==> config.mk <==
export PLATFORM = sky130hd
export DESIGN_NAME = hdp_port
export DESIGN_NICKNAME = d
export VERILOG_FILES = /design/src/hw/hdp_pkg.sv /design/src/hw/hdp_sync.sv /design/src/hw/hdp_port.sv
export SDC_FILE = /design/constraint.sdc
export NUM_CORES = 1
export LEC_CHECK = 0
export BUFFER_PORTS_ARGS = -buffer_cell sky130_fd_sc_hd__buf_2
export CAP_MARGIN = 20
export CELL_PAD_IN_SITES_DETAIL_PLACEMENT = 2
export CELL_PAD_IN_SITES_GLOBAL_PLACEMENT = 2
export CORE_MARGIN = 2
export CORE_UTILIZATION = 44
export CTS_CLUSTER_DIAMETER = 200
export DETAILED_ROUTE_END_ITERATION = 10
export GPL_ROUTABILITY_DRIVEN = 0
export PLACE_DENSITY = 0.93
export SKIP_LAST_GASP = 1
export SLEW_MARGIN = 25
export SYNTH_ARGS = -nofsm -noshare
export SYNTH_HDL_FRONTEND = slang
export SYNTH_HIERARCHICAL = 1
export SYNTH_SLANG_ARGS = --single-unit
==> constraint.sdc <==
create_clock -name sys_clk_i -period 10.1 [get_ports sys_clk_i]
set_input_delay 1.515 -clock sys_clk_i [delete_from_list [all_inputs] [get_ports sys_clk_i]]
set_output_delay 1.515 -clock sys_clk_i [all_outputs]
set_load 0.02 [all_outputs]
==> src/hw/hdp_pkg.sv <==
// Package with the constants of the drive host port and unit select logic.
// Behaviour
// - Sector pulse occurs a switch-selected number of times per revolution.
// - One index pulse per revolution, about 2.5 us wide, starting sector zero.
// - Response gate rises about 300 ns after select-hold and command gate, status already stable.
// - Status may change during read or write; response gate then means compliance.
// - Servo clock near 9.67 MHz follows disk rotational speed.
// - Address-match output rises on unit-select tag with matching qualifier address.
// - Position-reached output rises when sensing enabled and heads over requested sector.
// - Seek-done output rises when a seek ends, on cylinder or in error.
// - Read clock is driven only when the optional read oscillator is fitted.
// - Every accepted command returns status on the return status lines.
// - Unselected device ignores all but unit select and withholds gated outputs.
// - On unit-select tag the device compares supplied address with its own.
// - Plug gives address 0 to 15; without plug the address is 15.
// - Address-match state enables gated transmitters and decoding of other commands.
// - Address on qualifier bits 4 to 7, bit 4 most significant.
// - Select-hold must be active for anything to be accepted.
// - Tag codes reach decode only while the command gate is asserted.
package hdp_pkg;
    localparam int CLK_PERIOD_NS = 40;
    localparam int RESP_DELAY_NS = 300;
    localparam int RESP_DELAY_CYC = (RESP_DELAY_NS + CLK_PERIOD_NS - 1) / CLK_PERIOD_NS;
    localparam int INDEX_WIDTH_NS = 2500;
    localparam int INDEX_WIDTH_CYC = INDEX_WIDTH_NS / CLK_PERIOD_NS;
    localparam int REV_US = 16667;
    localparam int TAG_W = 3;
    localparam int QUAL_W = 8;
    localparam int STAT_W = 8;
    localparam int ADDR_W = 4;
    localparam int SECLEN_W = 12;
    localparam int SECNUM_W = 8;
    localparam int NCO_W = 24;
    localparam int REV_CNT_W = 24;
    localparam logic [TAG_W-1:0] TAG_UNIT_SELECT = 3'h0;
    localparam logic [ADDR_W-1:0] ADDR_NO_PLUG = 4'hf;
    // Nominal servo clock increment: 9.67 MHz / 25 MHz scaled by 2^24.
    localparam logic [NCO_W-1:0] NCO_INC_NOM = 24'h630553;
    localparam int STAT_CAPACITY_BIT = 0;
    localparam int STAT_HEADS_BIT = 1;
    localparam int STAT_ATTN_BIT = 3;
    localparam int STAT_ADDR_LSB = 4;
    localparam int QUAL_ADDR_LSB = 4;
    localparam int SYNC_W = 1 + 1 + TAG_W + QUAL_W + ADDR_W + 1 + 1 + 1 + SECLEN_W;
endpackage

==> src/hw/hdp_sync.sv <==
// Three-stage input synchroniser that accepts a change once stages two and three agree.
`timescale 1ns/100ps
module hdp_sync #(
    parameter int W = 1
) (
    input wire logic sys_clk_i,
    input wire logic nrst_i,
    input wire logic [W-1:0] d_i,
    output logic [W-1:0] q_o
);
    logic [W-1:0] s1_q;
    logic [W-1:0] s2_q;
    logic [W-1:0] s3_q;
    logic [W-1:0] q_d;

    // Per bit, the output follows only when the last two stages agree.
    always_comb
    begin
        for (int i = 0; i < W; i++)
        begin
            q_d[i] = (s2_q[i] == s3_q[i]) ? s3_q[i] : q_o[i];
        end
    end

    // The first stage is read by the second stage and nothing else.
    always_ff @(posedge sys_clk_i or negedge nrst_i)
    begin
        if (!nrst_i)
        begin
            s1_q <= '0;
            s2_q <= '0;
            s3_q <= '0;
            q_o <= '0;
        end
        else
        begin
            s1_q <= d_i;
            s2_q <= s1_q;
            s3_q <= s2_q;
            q_o <= q_d;
        end
    end
endmodule // hdp_sync

==> src/hw/hdp_port.sv <==
// Controller-facing command port of the drive with unit select and discrete outputs.
`timescale 1ns/100ps
module hdp_port
    import hdp_pkg::*;
#(
    parameter int REV_CYCLES = REV_US * 1000 / CLK_PERIOD_NS,
    parameter bit READ_PLO_FITTED = 1'b1,
    parameter bit CAPACITY_LARGE = 1'b1
) (
    input wire logic sys_clk_i,
    input wire logic nrst_i,
    input wire logic select_hold_i,
    input wire logic cmd_gate_i,
    input wire logic [TAG_W-1:0] tag_i,
    input wire logic [QUAL_W-1:0] qual_i,
    input wire logic plug_fitted_i,
    input wire logic [ADDR_W-1:0] plug_addr_i,
    input wire logic servo_index_i,
    input wire logic read_data_clk_i,
    input wire logic [SECLEN_W-1:0] sector_len_sw_i,
    input wire logic [STAT_W-1:0] drive_status_i,
    input wire logic attention_i,
    input wire logic seek_start_i,
    input wire logic seek_done_i,
    input wire logic rps_enable_i,
    input wire logic [SECNUM_W-1:0] rps_sector_i,
    output logic resp_gate_o,
    output logic [STAT_W-1:0] ret_status_o,
    output logic addr_match_o,
    output logic cmd_strobe_o,
    output logic [TAG_W-1:0] cmd_tag_o,
    output logic [QUAL_W-1:0] cmd_qual_o,
    output logic sector_o,
    output logic index_o,
    output logic servo_clk_o,
    output logic seek_end_o,
    output logic pos_reached_o,
    output logic read_clk_o
);
    typedef enum logic [1:0] {HDP_IDLE, HDP_DELAY, HDP_ANSWER} hdp_state_t;

    // True when a tag code asks for unit select.
    function automatic logic is_unit_select(input logic [TAG_W-1:0] t);
        return t == TAG_UNIT_SELECT;
    endfunction

    logic hold_s, gate_s, plug_fit_s, index_s, rdclk_s;
    logic [TAG_W-1:0] tag_s;
    logic [QUAL_W-1:0] qual_s;
    logic [ADDR_W-1:0] plug_s;
    logic [SECLEN_W-1:0] seclen_s;

    // The controller lines, plug, servo index, read clock and sector switch cross into the clock domain here.
    hdp_sync #(.W(SYNC_W)) u_sync (
        .sys_clk_i(sys_clk_i),
        .nrst_i(nrst_i),
        .d_i({select_hold_i, cmd_gate_i, tag_i, qual_i, plug_addr_i, plug_fitted_i,
              servo_index_i, read_data_clk_i, sector_len_sw_i}),
        .q_o({hold_s, gate_s, tag_s, qual_s, plug_s, plug_fit_s, index_s, rdclk_s, seclen_s})
    );

    logic [ADDR_W-1:0] own_addr;
    logic [ADDR_W-1:0] sent_addr;
    logic [STAT_W-1:0] select_status;
    logic gated_in;

    // A missing plug leaves the lines meaningless, so the address falls back to 15.
    assign own_addr = plug_fit_s ? plug_s : ADDR_NO_PLUG;
    // Qualifier bit 4 is weight 8 and bit 7 weight 1, so the field is reversed.
    assign sent_addr = {qual_s[QUAL_ADDR_LSB], qual_s[QUAL_ADDR_LSB+1],
                        qual_s[QUAL_ADDR_LSB+2], qual_s[QUAL_ADDR_LSB+3]};
    // Select-hold opens the receivers; the gate passes the tag to decode.
    assign gated_in = hold_s && gate_s;

    // Status answered to unit select: capacity, head count, attention, echoed address.
    always_comb
    begin
        select_status = '0;
        select_status[STAT_CAPACITY_BIT] = CAPACITY_LARGE;
        select_status[STAT_HEADS_BIT] = 1'b1;
        select_status[STAT_ATTN_BIT] = attention_i;
        select_status[STAT_ADDR_LSB +: ADDR_W] = qual_s[QUAL_ADDR_LSB +: ADDR_W];
    end

    hdp_state_t state_q, state_d;
    logic [3:0] delay_q, delay_d;
    logic sel_q, sel_d;
    logic is_sel_q, is_sel_d;
    logic strobe_d;
    logic [TAG_W-1:0] ctag_d;
    logic [QUAL_W-1:0] cqual_d;
    logic [STAT_W-1:0] status_d;

    // Command handshake and selection state.
    always_comb
    begin
        state_d = state_q;
        delay_d = delay_q;
        sel_d = sel_q;
        is_sel_d = is_sel_q;
        strobe_d = 1'b0;
        ctag_d = cmd_tag_o;
        cqual_d = cmd_qual_o;
        if (!hold_s)
        begin
            // Open cable or release: drop selection and abandon any command.
            sel_d = 1'b0;
            state_d = HDP_IDLE;
        end
        else
        begin
            unique case (state_q)
                HDP_IDLE:
                begin
                    // Unselected, only unit select gets through to decode.
                    if (gated_in && (is_unit_select(tag_s) || sel_q))
                    begin
                        is_sel_d = is_unit_select(tag_s);
                        if (is_unit_select(tag_s))
                        begin
                            sel_d = (sent_addr == own_addr);
                        end
                        else
                        begin
                            strobe_d = 1'b1;
                            ctag_d = tag_s;
                            cqual_d = qual_s;
                        end
                        delay_d = 4'(RESP_DELAY_CYC - 1);
                        state_d = HDP_DELAY;
                    end
                end
                HDP_DELAY:
                begin
                    if (!gate_s)
                    begin
                        state_d = HDP_IDLE;
                    end
                    else if (delay_q == 4'h0)
                    begin
                        state_d = HDP_ANSWER;
                    end
                    else
                    begin
                        delay_d = delay_q - 4'h1;
                    end
                end
                HDP_ANSWER:
                begin
                    if (!gate_s)
                    begin
                        state_d = HDP_IDLE;
                    end
                end
            endcase
        end
        // Status is driven from acceptance on, ahead of the response gate.
        if (state_d == HDP_IDLE)
        begin
            status_d = '0;
        end
        else if (is_sel_d)
        begin
            status_d = select_status;
        end
        else
        begin
            status_d = drive_status_i;
        end
    end

    always_ff @(posedge sys_clk_i or negedge nrst_i)
    begin
        if (!nrst_i)
        begin
            state_q <= HDP_IDLE;
            delay_q <= 4'h0;
            sel_q <= 1'b0;
            is_sel_q <= 1'b0;
            cmd_strobe_o <= 1'b0;
            cmd_tag_o <= '0;
            cmd_qual_o <= '0;
            ret_status_o <= '0;
            resp_gate_o <= 1'b0;
            addr_match_o <= 1'b0;
        end
        else
        begin
            state_q <= state_d;
            delay_q <= delay_d;
            sel_q <= sel_d;
            is_sel_q <= is_sel_d;
            cmd_strobe_o <= strobe_d;
            cmd_tag_o <= ctag_d;
            cmd_qual_o <= cqual_d;
            ret_status_o <= status_d;
            resp_gate_o <= (state_d == HDP_ANSWER);
            addr_match_o <= sel_d;
        end
    end

    logic [NCO_W-1:0] acc_q, acc_d, inc_q, inc_d;
    logic tick;
    logic [REV_CNT_W-1:0] rev_q, rev_d;
    logic [SECLEN_W-1:0] seclen_cnt_q, seclen_cnt_d;
    logic [SECNUM_W-1:0] secnum_q, secnum_d;
    logic [5:0] idx_q, idx_d;
    logic index_prev_q;
    logic index_edge;
    logic sector_d;

    assign index_edge = index_s && !index_prev_q;

    // Servo clock, sector and index timing follow the servo index marks.
    always_comb
    begin
        {tick, acc_d} = {1'b0, acc_q} + {1'b0, inc_q};
        inc_d = inc_q;
        rev_d = rev_q + 1'b1;
        seclen_cnt_d = seclen_cnt_q;
        secnum_d = secnum_q;
        sector_d = 1'b0;
        idx_d = (idx_q != 6'h0) ? idx_q - 6'h1 : 6'h0;
        if (index_edge)
        begin
            // A long revolution means a slow disk, so the servo clock slows too.
            if (rev_q > REV_CNT_W'(REV_CYCLES))
            begin
                inc_d = inc_q - 1'b1;
            end
            else if (rev_q < REV_CNT_W'(REV_CYCLES))
            begin
                inc_d = inc_q + 1'b1;
            end
            rev_d = '0;
            idx_d = 6'(INDEX_WIDTH_CYC);
            seclen_cnt_d = '0;
            secnum_d = '0;
            sector_d = 1'b1;
        end
        else if (tick && seclen_s != '0)
        begin
            // A zero switch setting disables sector marks between indexes.
            if (seclen_cnt_q >= seclen_s - 1'b1)
            begin
                seclen_cnt_d = '0;
                secnum_d = secnum_q + 1'b1;
                sector_d = 1'b1;
            end
            else
            begin
                seclen_cnt_d = seclen_cnt_q + 1'b1;
            end
        end
    end

    always_ff @(posedge sys_clk_i or negedge nrst_i)
    begin
        if (!nrst_i)
        begin
            acc_q <= '0;
            inc_q <= NCO_INC_NOM;
            rev_q <= '0;
            seclen_cnt_q <= '0;
            secnum_q <= '0;
            idx_q <= 6'h0;
            index_prev_q <= 1'b0;
            sector_o <= 1'b0;
            index_o <= 1'b0;
            servo_clk_o <= 1'b0;
        end
        else
        begin
            acc_q <= acc_d;
            inc_q <= inc_d;
            rev_q <= rev_d;
            seclen_cnt_q <= seclen_cnt_d;
            secnum_q <= secnum_d;
            idx_q <= idx_d;
            index_prev_q <= index_s;
            sector_o <= sector_d;
            index_o <= (idx_d != 6'h0);
            servo_clk_o <= acc_d[NCO_W-1];
        end
    end

    logic seek_end_q, seek_end_d;

    // Seek completion is held until the next seek starts; a finish in that cycle wins.
    always_comb
    begin
        seek_end_d = seek_end_q;
        if (seek_start_i)
        begin
            seek_end_d = 1'b0;
        end
        if (seek_done_i)
        begin
            seek_end_d = 1'b1;
        end
    end

    // Seek end and position reached stay quiet until the unit is selected; the read clock is not gated.
    always_ff @(posedge sys_clk_i or negedge nrst_i)
    begin
        if (!nrst_i)
        begin
            seek_end_q <= 1'b0;
            seek_end_o <= 1'b0;
            pos_reached_o <= 1'b0;
            read_clk_o <= 1'b0;
        end
        else
        begin
            seek_end_q <= seek_end_d;
            seek_end_o <= seek_end_d && sel_d;
            pos_reached_o <= rps_enable_i && sel_d && (secnum_d == rps_sector_i);
            read_clk_o <= READ_PLO_FITTED && rdclk_s;
        end
    end
endmodule // hdp_port

======== Yosys cells after proc, flatten, opt, wreduce, memory -nomap -nowiden ========
Cells that the tools add are included.
W data, S select, Z words.
cells by class
  add/subtract/negate cells ............... 9
  $lt $le $gt $ge ......................... 3
  equality and inequality tests ........... 40
  muxes and demuxes ....................... 40
  bitwise logic cells ..................... 1
  reduce and logical (&&, ||, !) cells .... 22
operators with widths
  kind                     number
  $mux W24                 3
  $add A24 B1 Y24 const B  2
  $mux W8                  5
  $mux W12                 3
  $eq A1 B1 Y1             32
  $add A24 B24 Y25         1
  $gt A24 B19 Y1 const B   1
  $lt A24 B19 Y1 const B   1
  $sub A24 B1 Y24 const B  1
  $mux W1                  16
  $mux W4                  4
  $add A12 B1 Y12 const B  1
  $ge A12 B12 Y1           1
  $mux W6                  2
  $reduce_bool A12 Y1      1
  $reduce_bool A6 Y1       2
  $sub A12 B1 Y12 const B  1
  $mux W2                  5
  $add A8 B1 Y8 const B    1
  $eq A8 B8 Y1             1
  $pmux W4 S2              1
  $logic_and A1 B1 Y1      7
  $pmux W2 S3              1
  $reduce_bool A2 Y1       3
  other kinds (16)         19
word-level totals
  flip-flop bits (word level) ............. 263
  output and inout port bits .............. 28
  word-level logic and storage cells ...... 173

======== Longest topological paths before layout ========
  depth in word-level cells ............... 8
  gate-level depth with buffers ........... 18
  gate-level depth less buffers ........... 17

======== Hierarchy ========
Netlist, hierarchy kept.
by module, submodules not included
  module    instances  cells each  area an instance (um^2)  seq. area each (um^2)
  hdp_port  1          909         8232.9                   3365.7
  hdp_sync  1          160         3563.4                   3203.1

======== Worst setup path before layout ========
Ideal clock, no wire load.
  path type ............................... register to register
  from .................................... register rev_q[6]
  to ...................................... register inc_q[23]
  library setup time ...................... 0.125 ns
  arrival time ............................ 4.086 ns
  path slack .............................. 5.888 ns
  cell stages (with the launch flop) ...... 16
  buffers on the path ..................... 0
  period minus slack after synthesis ...... 4.212 ns
  cells stage by stage .................... dfrtp_1 or4_1 o22a_1 a211oi_1 nand2b_1 inv_1 ha_1 a2111o_1 or3_1 o21ai_0 a31oi_1 and4_1 a2111oi_0 xnor2_1 nor2_1 xor2_1
between the ends
  longest elaborated chain between the ends .. 3
  elaborated cells between the ends (all ways) .. 5
  classes of those cells .................. order compare: 2; mux: 1; reduce/logical: 2
RTL lines
  element                                           line                              source
  from (decl)                                       hdp_port.sv:204                   logic [REV_CNT_W-1:0] rev_q, rev_d;
  from (signal assigned)                            hdp_port.sv:276                   rev_q <= rev_d;
  $gt A24 B19 Y1 or $lt A24 B19 Y1 (tied branches)  hdp_port.sv:227, hdp_port.sv:231
  $reduce_bool A2 Y1 (no source line)               n/a
  $reduce_and A2 Y1 (no source line)                n/a
  to (signal assigned)                              hdp_port.sv:275                   inc_q <= inc_d;
  to (decl)                                         hdp_port.sv:202                   logic [NCO_W-1:0] acc_q, acc_d, inc_q, inc_d;
Several ways; a longest one is shown, not always the timed one.
A chain may end at the register's enable or synchronous reset.

======== Final worst setup path ========
  from .................................... register u_sync.q_o[4]
  to ...................................... register pos_reached_o
between the ends
  longest elaborated chain between the ends .. 7
  elaborated cells between the ends (all ways) .. 9
  classes of those cells .................. add/sub: 1; order compare: 1; eq/ne: 1; mux: 3; reduce/logical: 3
RTL lines
  element                 line             source
  from (decl)             hdp_sync.sv:9    output logic [W-1:0] q_o
  from (signal assigned)  hdp_sync.sv:40   q_o <= q_d;
  $sub A12 B1 Y12         hdp_port.sv:244  if (seclen_cnt_q >= seclen_s - 1'b1)
  $ge A12 B12 Y1          hdp_port.sv:244
  $mux W8                 hdp_port.sv:244
  $mux W8 *               hdp_port.sv:241  else if (tick && seclen_s != '0)
  $mux W8 *               hdp_port.sv:224  if (index_edge)
  $eq A8 B8 Y1 *          hdp_port.sv:317  pos_reached_o <= rps_enable_i && sel_d && (secnum_d == rps_sector_i);
  $logic_and A1 B1 Y1 *   hdp_port.sv:317
  to (signal assigned)    hdp_port.sv:317
  to (decl)               hdp_port.sv:37   output logic pos_reached_o,
Every way passes the cells marked *; elsewhere a longest branch is shown, timed or not.

==> metrics.yaml <==
status: "complete, no violations"
cts_max_level: 1
cp.required_ps: 10590
wire_per_inst_um: 26.2
die_h_um: 168
drt_pass1_iterations: 5
setup.worst_path.end_class: "flip-flop"
cts_buffers: 29
area_growth_pct: 15.3
coreArea_mm2: 0.0262
post_cts_resized: 0
clockRootBuffer: "clkbuf_16"
max-cap-violations: 0
final_util_pct: 51.9
final_common_cell: "dfrtp_1"
viasPerCell: 5.87
synth-async-reset-ratio_pct: 100
yosysWarnings: 6
chipWidth_um: 168
cts.path.max_buffers: 3
start_util_pct: 45.0
clk-insertion-delay-late_ps: 560
yosys_register_bits: 262
post-cts-setup-buffers: 0
io_buffers: 81
setup_viol: 0
fin_nets: 1291
die-area_mm2: 0.0281
final_cell_mix: "dfrtp_1, nand2_1, nor2_1"
timing_worst_setup_path_type: "flip-flop to flip-flop"
synth_top_area_cell: "dfrtp_1"
cp_max_fo: 20
yosys-top-cells-area: "dfrtp_1, ha_1, nand2_1, xor2_1, xnor2_1"
p_leak_nw: 6.54
cts_hold_buf: 0
cts.clk_slew.worst_paths_ps: 60
fillers: 2569
drive_above_1_share_pct: 15.5
seq_area_frac_synth_pct: 55.7
grt_setup_unrepaired: "false"
clock-skew-final_ps: 13.4
vias: 8928
io_pins: 82
cts_tree: "yes"
period_share_pct: 55.5
synthesis.nets: 1194
grt_first_pass_wirelength_um: 63300
synth_top_cell_area_share_pct: 53.5
fmax_mhz: 178
drv_slew: 0
grt_max_degree: 111
synthFlopType: "dfrtp_1"
diodes: 0
slew_headroom_pct: 36.4
netlist_area_mm2: 0.0118
crit_path_start_kind: "flip-flop"
antenna_found_initial: 2
ys_types: 63
setup_tns_ps: 0
hold_ws_ps: 350
wirelength_um: 39900
pwr_density_cell_mw_per_mm2: 209
drt.antenna.violating_nets: 0
rows: 59
clock-sinks: 262
worst_pin_slew_ps: 931
grt_usage_pct: 28.9
grt-ovfl-total: 0
finalCriticalPeriod_ps: 5600
min_path_type: "flip-flop to flip-flop"
crit_arrival_ps: 6090
ir_drop_uv: 152
drtIter0Drc: 457
syn_area_per_cell_um2: 11.0
route.detailed.drc: 0
synth_edf_count: 0
finalHoldViolCount: 0
dp_hpwl_um: 23700
grt_pass1_vias: 10600
postSynthCellCount: 1069
## final timing paths
| kind | from | end | slack [ps] | depth (start not counted) |
|---|---|---|---|---|
| max | u_sync/q_o[4] | pos_reached_o | 4500 | 15 |
| min in group asynchronous | nrst_i | u_sync/s2_q[10] | 1000 | 1 |
| min reg2reg | u_sync/s1_q[3] | u_sync/s2_q[3] | 350 | 0 |
| max in group asynchronous | nrst_i | index_prev_q | 7810 | 2 |
| min | u_sync/s1_q[3] | u_sync/s2_q[3] | 350 | 0 |
| max reg2reg | u_sync/q_o[4] | pos_reached_o | 4500 | 15 |
## power breakdown
| part | total [mW] | switching [mW] | leakage (nW) | internal [mW] |
|---|---|---|---|---|
| sequential | 1.26 | 0.0965 | 3.23 | 1.17 |
| combinational | 0.467 | 0.293 | 2.82 | 0.174 |
| clock | 1.11 | 0.454 | 0.484 | 0.653 |
## kinds of logic (layout without fill, tap and decap cells)
logic type                 after synthesis  count (layout)  synth area share [%]
and+or+nand+nor                        357             357                  14.6
xor gates and xnor gates                90              90                  6.68
buffers and inverters                   50             166                  1.67
AOI/OAI and AO/OA                      206             206                  10.6
muxes                                    1               1                0.0955
DFF                                    262             262                  55.7
adders and majority gates              103             103                  10.7
## area by class of cell
cell class                 instances  area (µm²)  share of cell area, %
tap                              335         419                   3.08
multi-input combinational        757        5040                   37.1
timing repair buffer              86         477                   3.51
clock inverter                    10         143                   1.05
inverter                          30         113                  0.828
sequential                       262        6570                   48.3
clock buffer                      40         837                   6.16
## layer usage
layer  GRT usage (%)  vias up  wire, µm
li1                -     3918         -
met5               0        -        27
met4            10.9        4      1490
met1            32.2     4656     15200
met3            5.20      106      1650
met2            54.9      244     21500
## cell usage after synthesis, drive strengths merged, types with 14 or more instances
cell type	number
clkbuf	16
nor3	26
nand2b	14
o21ai	66
a21oi	63
ha	69
nor2	81
and3	24
a21o	19
nand2	120
dfrtp	252
xor2	47
nand3	31
inv	29
xnor2	43
maj3	32
## worst max-delay path, cell delays in order (launching register included)
cell and delay (ps):
dfrtp_1 440, nor4_1 650, nand2_1 280, nor4_1 350, xnor2_1 180, ha_1 270, a21o_1 190, a21o_1 180
a211o_1 310, a31oi_1 320, nand2_1 590, a31o_1 450, and3_1 170, or4_1 500, nor4b_1 350, and4_1 290
## through the flow
stage               total power [mW]  instance area (µm²)  setup slack, ps  cells
floorplan                       1.53                11800             5890   1069
global placement                1.66                12600             5320   1469
detailed placement              1.71                12600             4920   1469
CTS                             2.86                13600             4630   1519
global route                    2.96                13600             4240   1520
finish                          2.84                13600             4500   1520
## flip-flops by register name, indices dropped and copies added, names as in the netlist, 6 cells and up
name	flops
u_sync/q_o	32
u_sync/s1_q	32
u_sync/s2_q	32
u_sync/s3_q	32
acc_q	24
inc_q	24
rev_q	24
seclen_cnt_q	12
cmd_qual_o	8
ret_status_o	8
secnum_q	8
idx_q	6
Note: power is estimated with default switching activity, not from simulation.
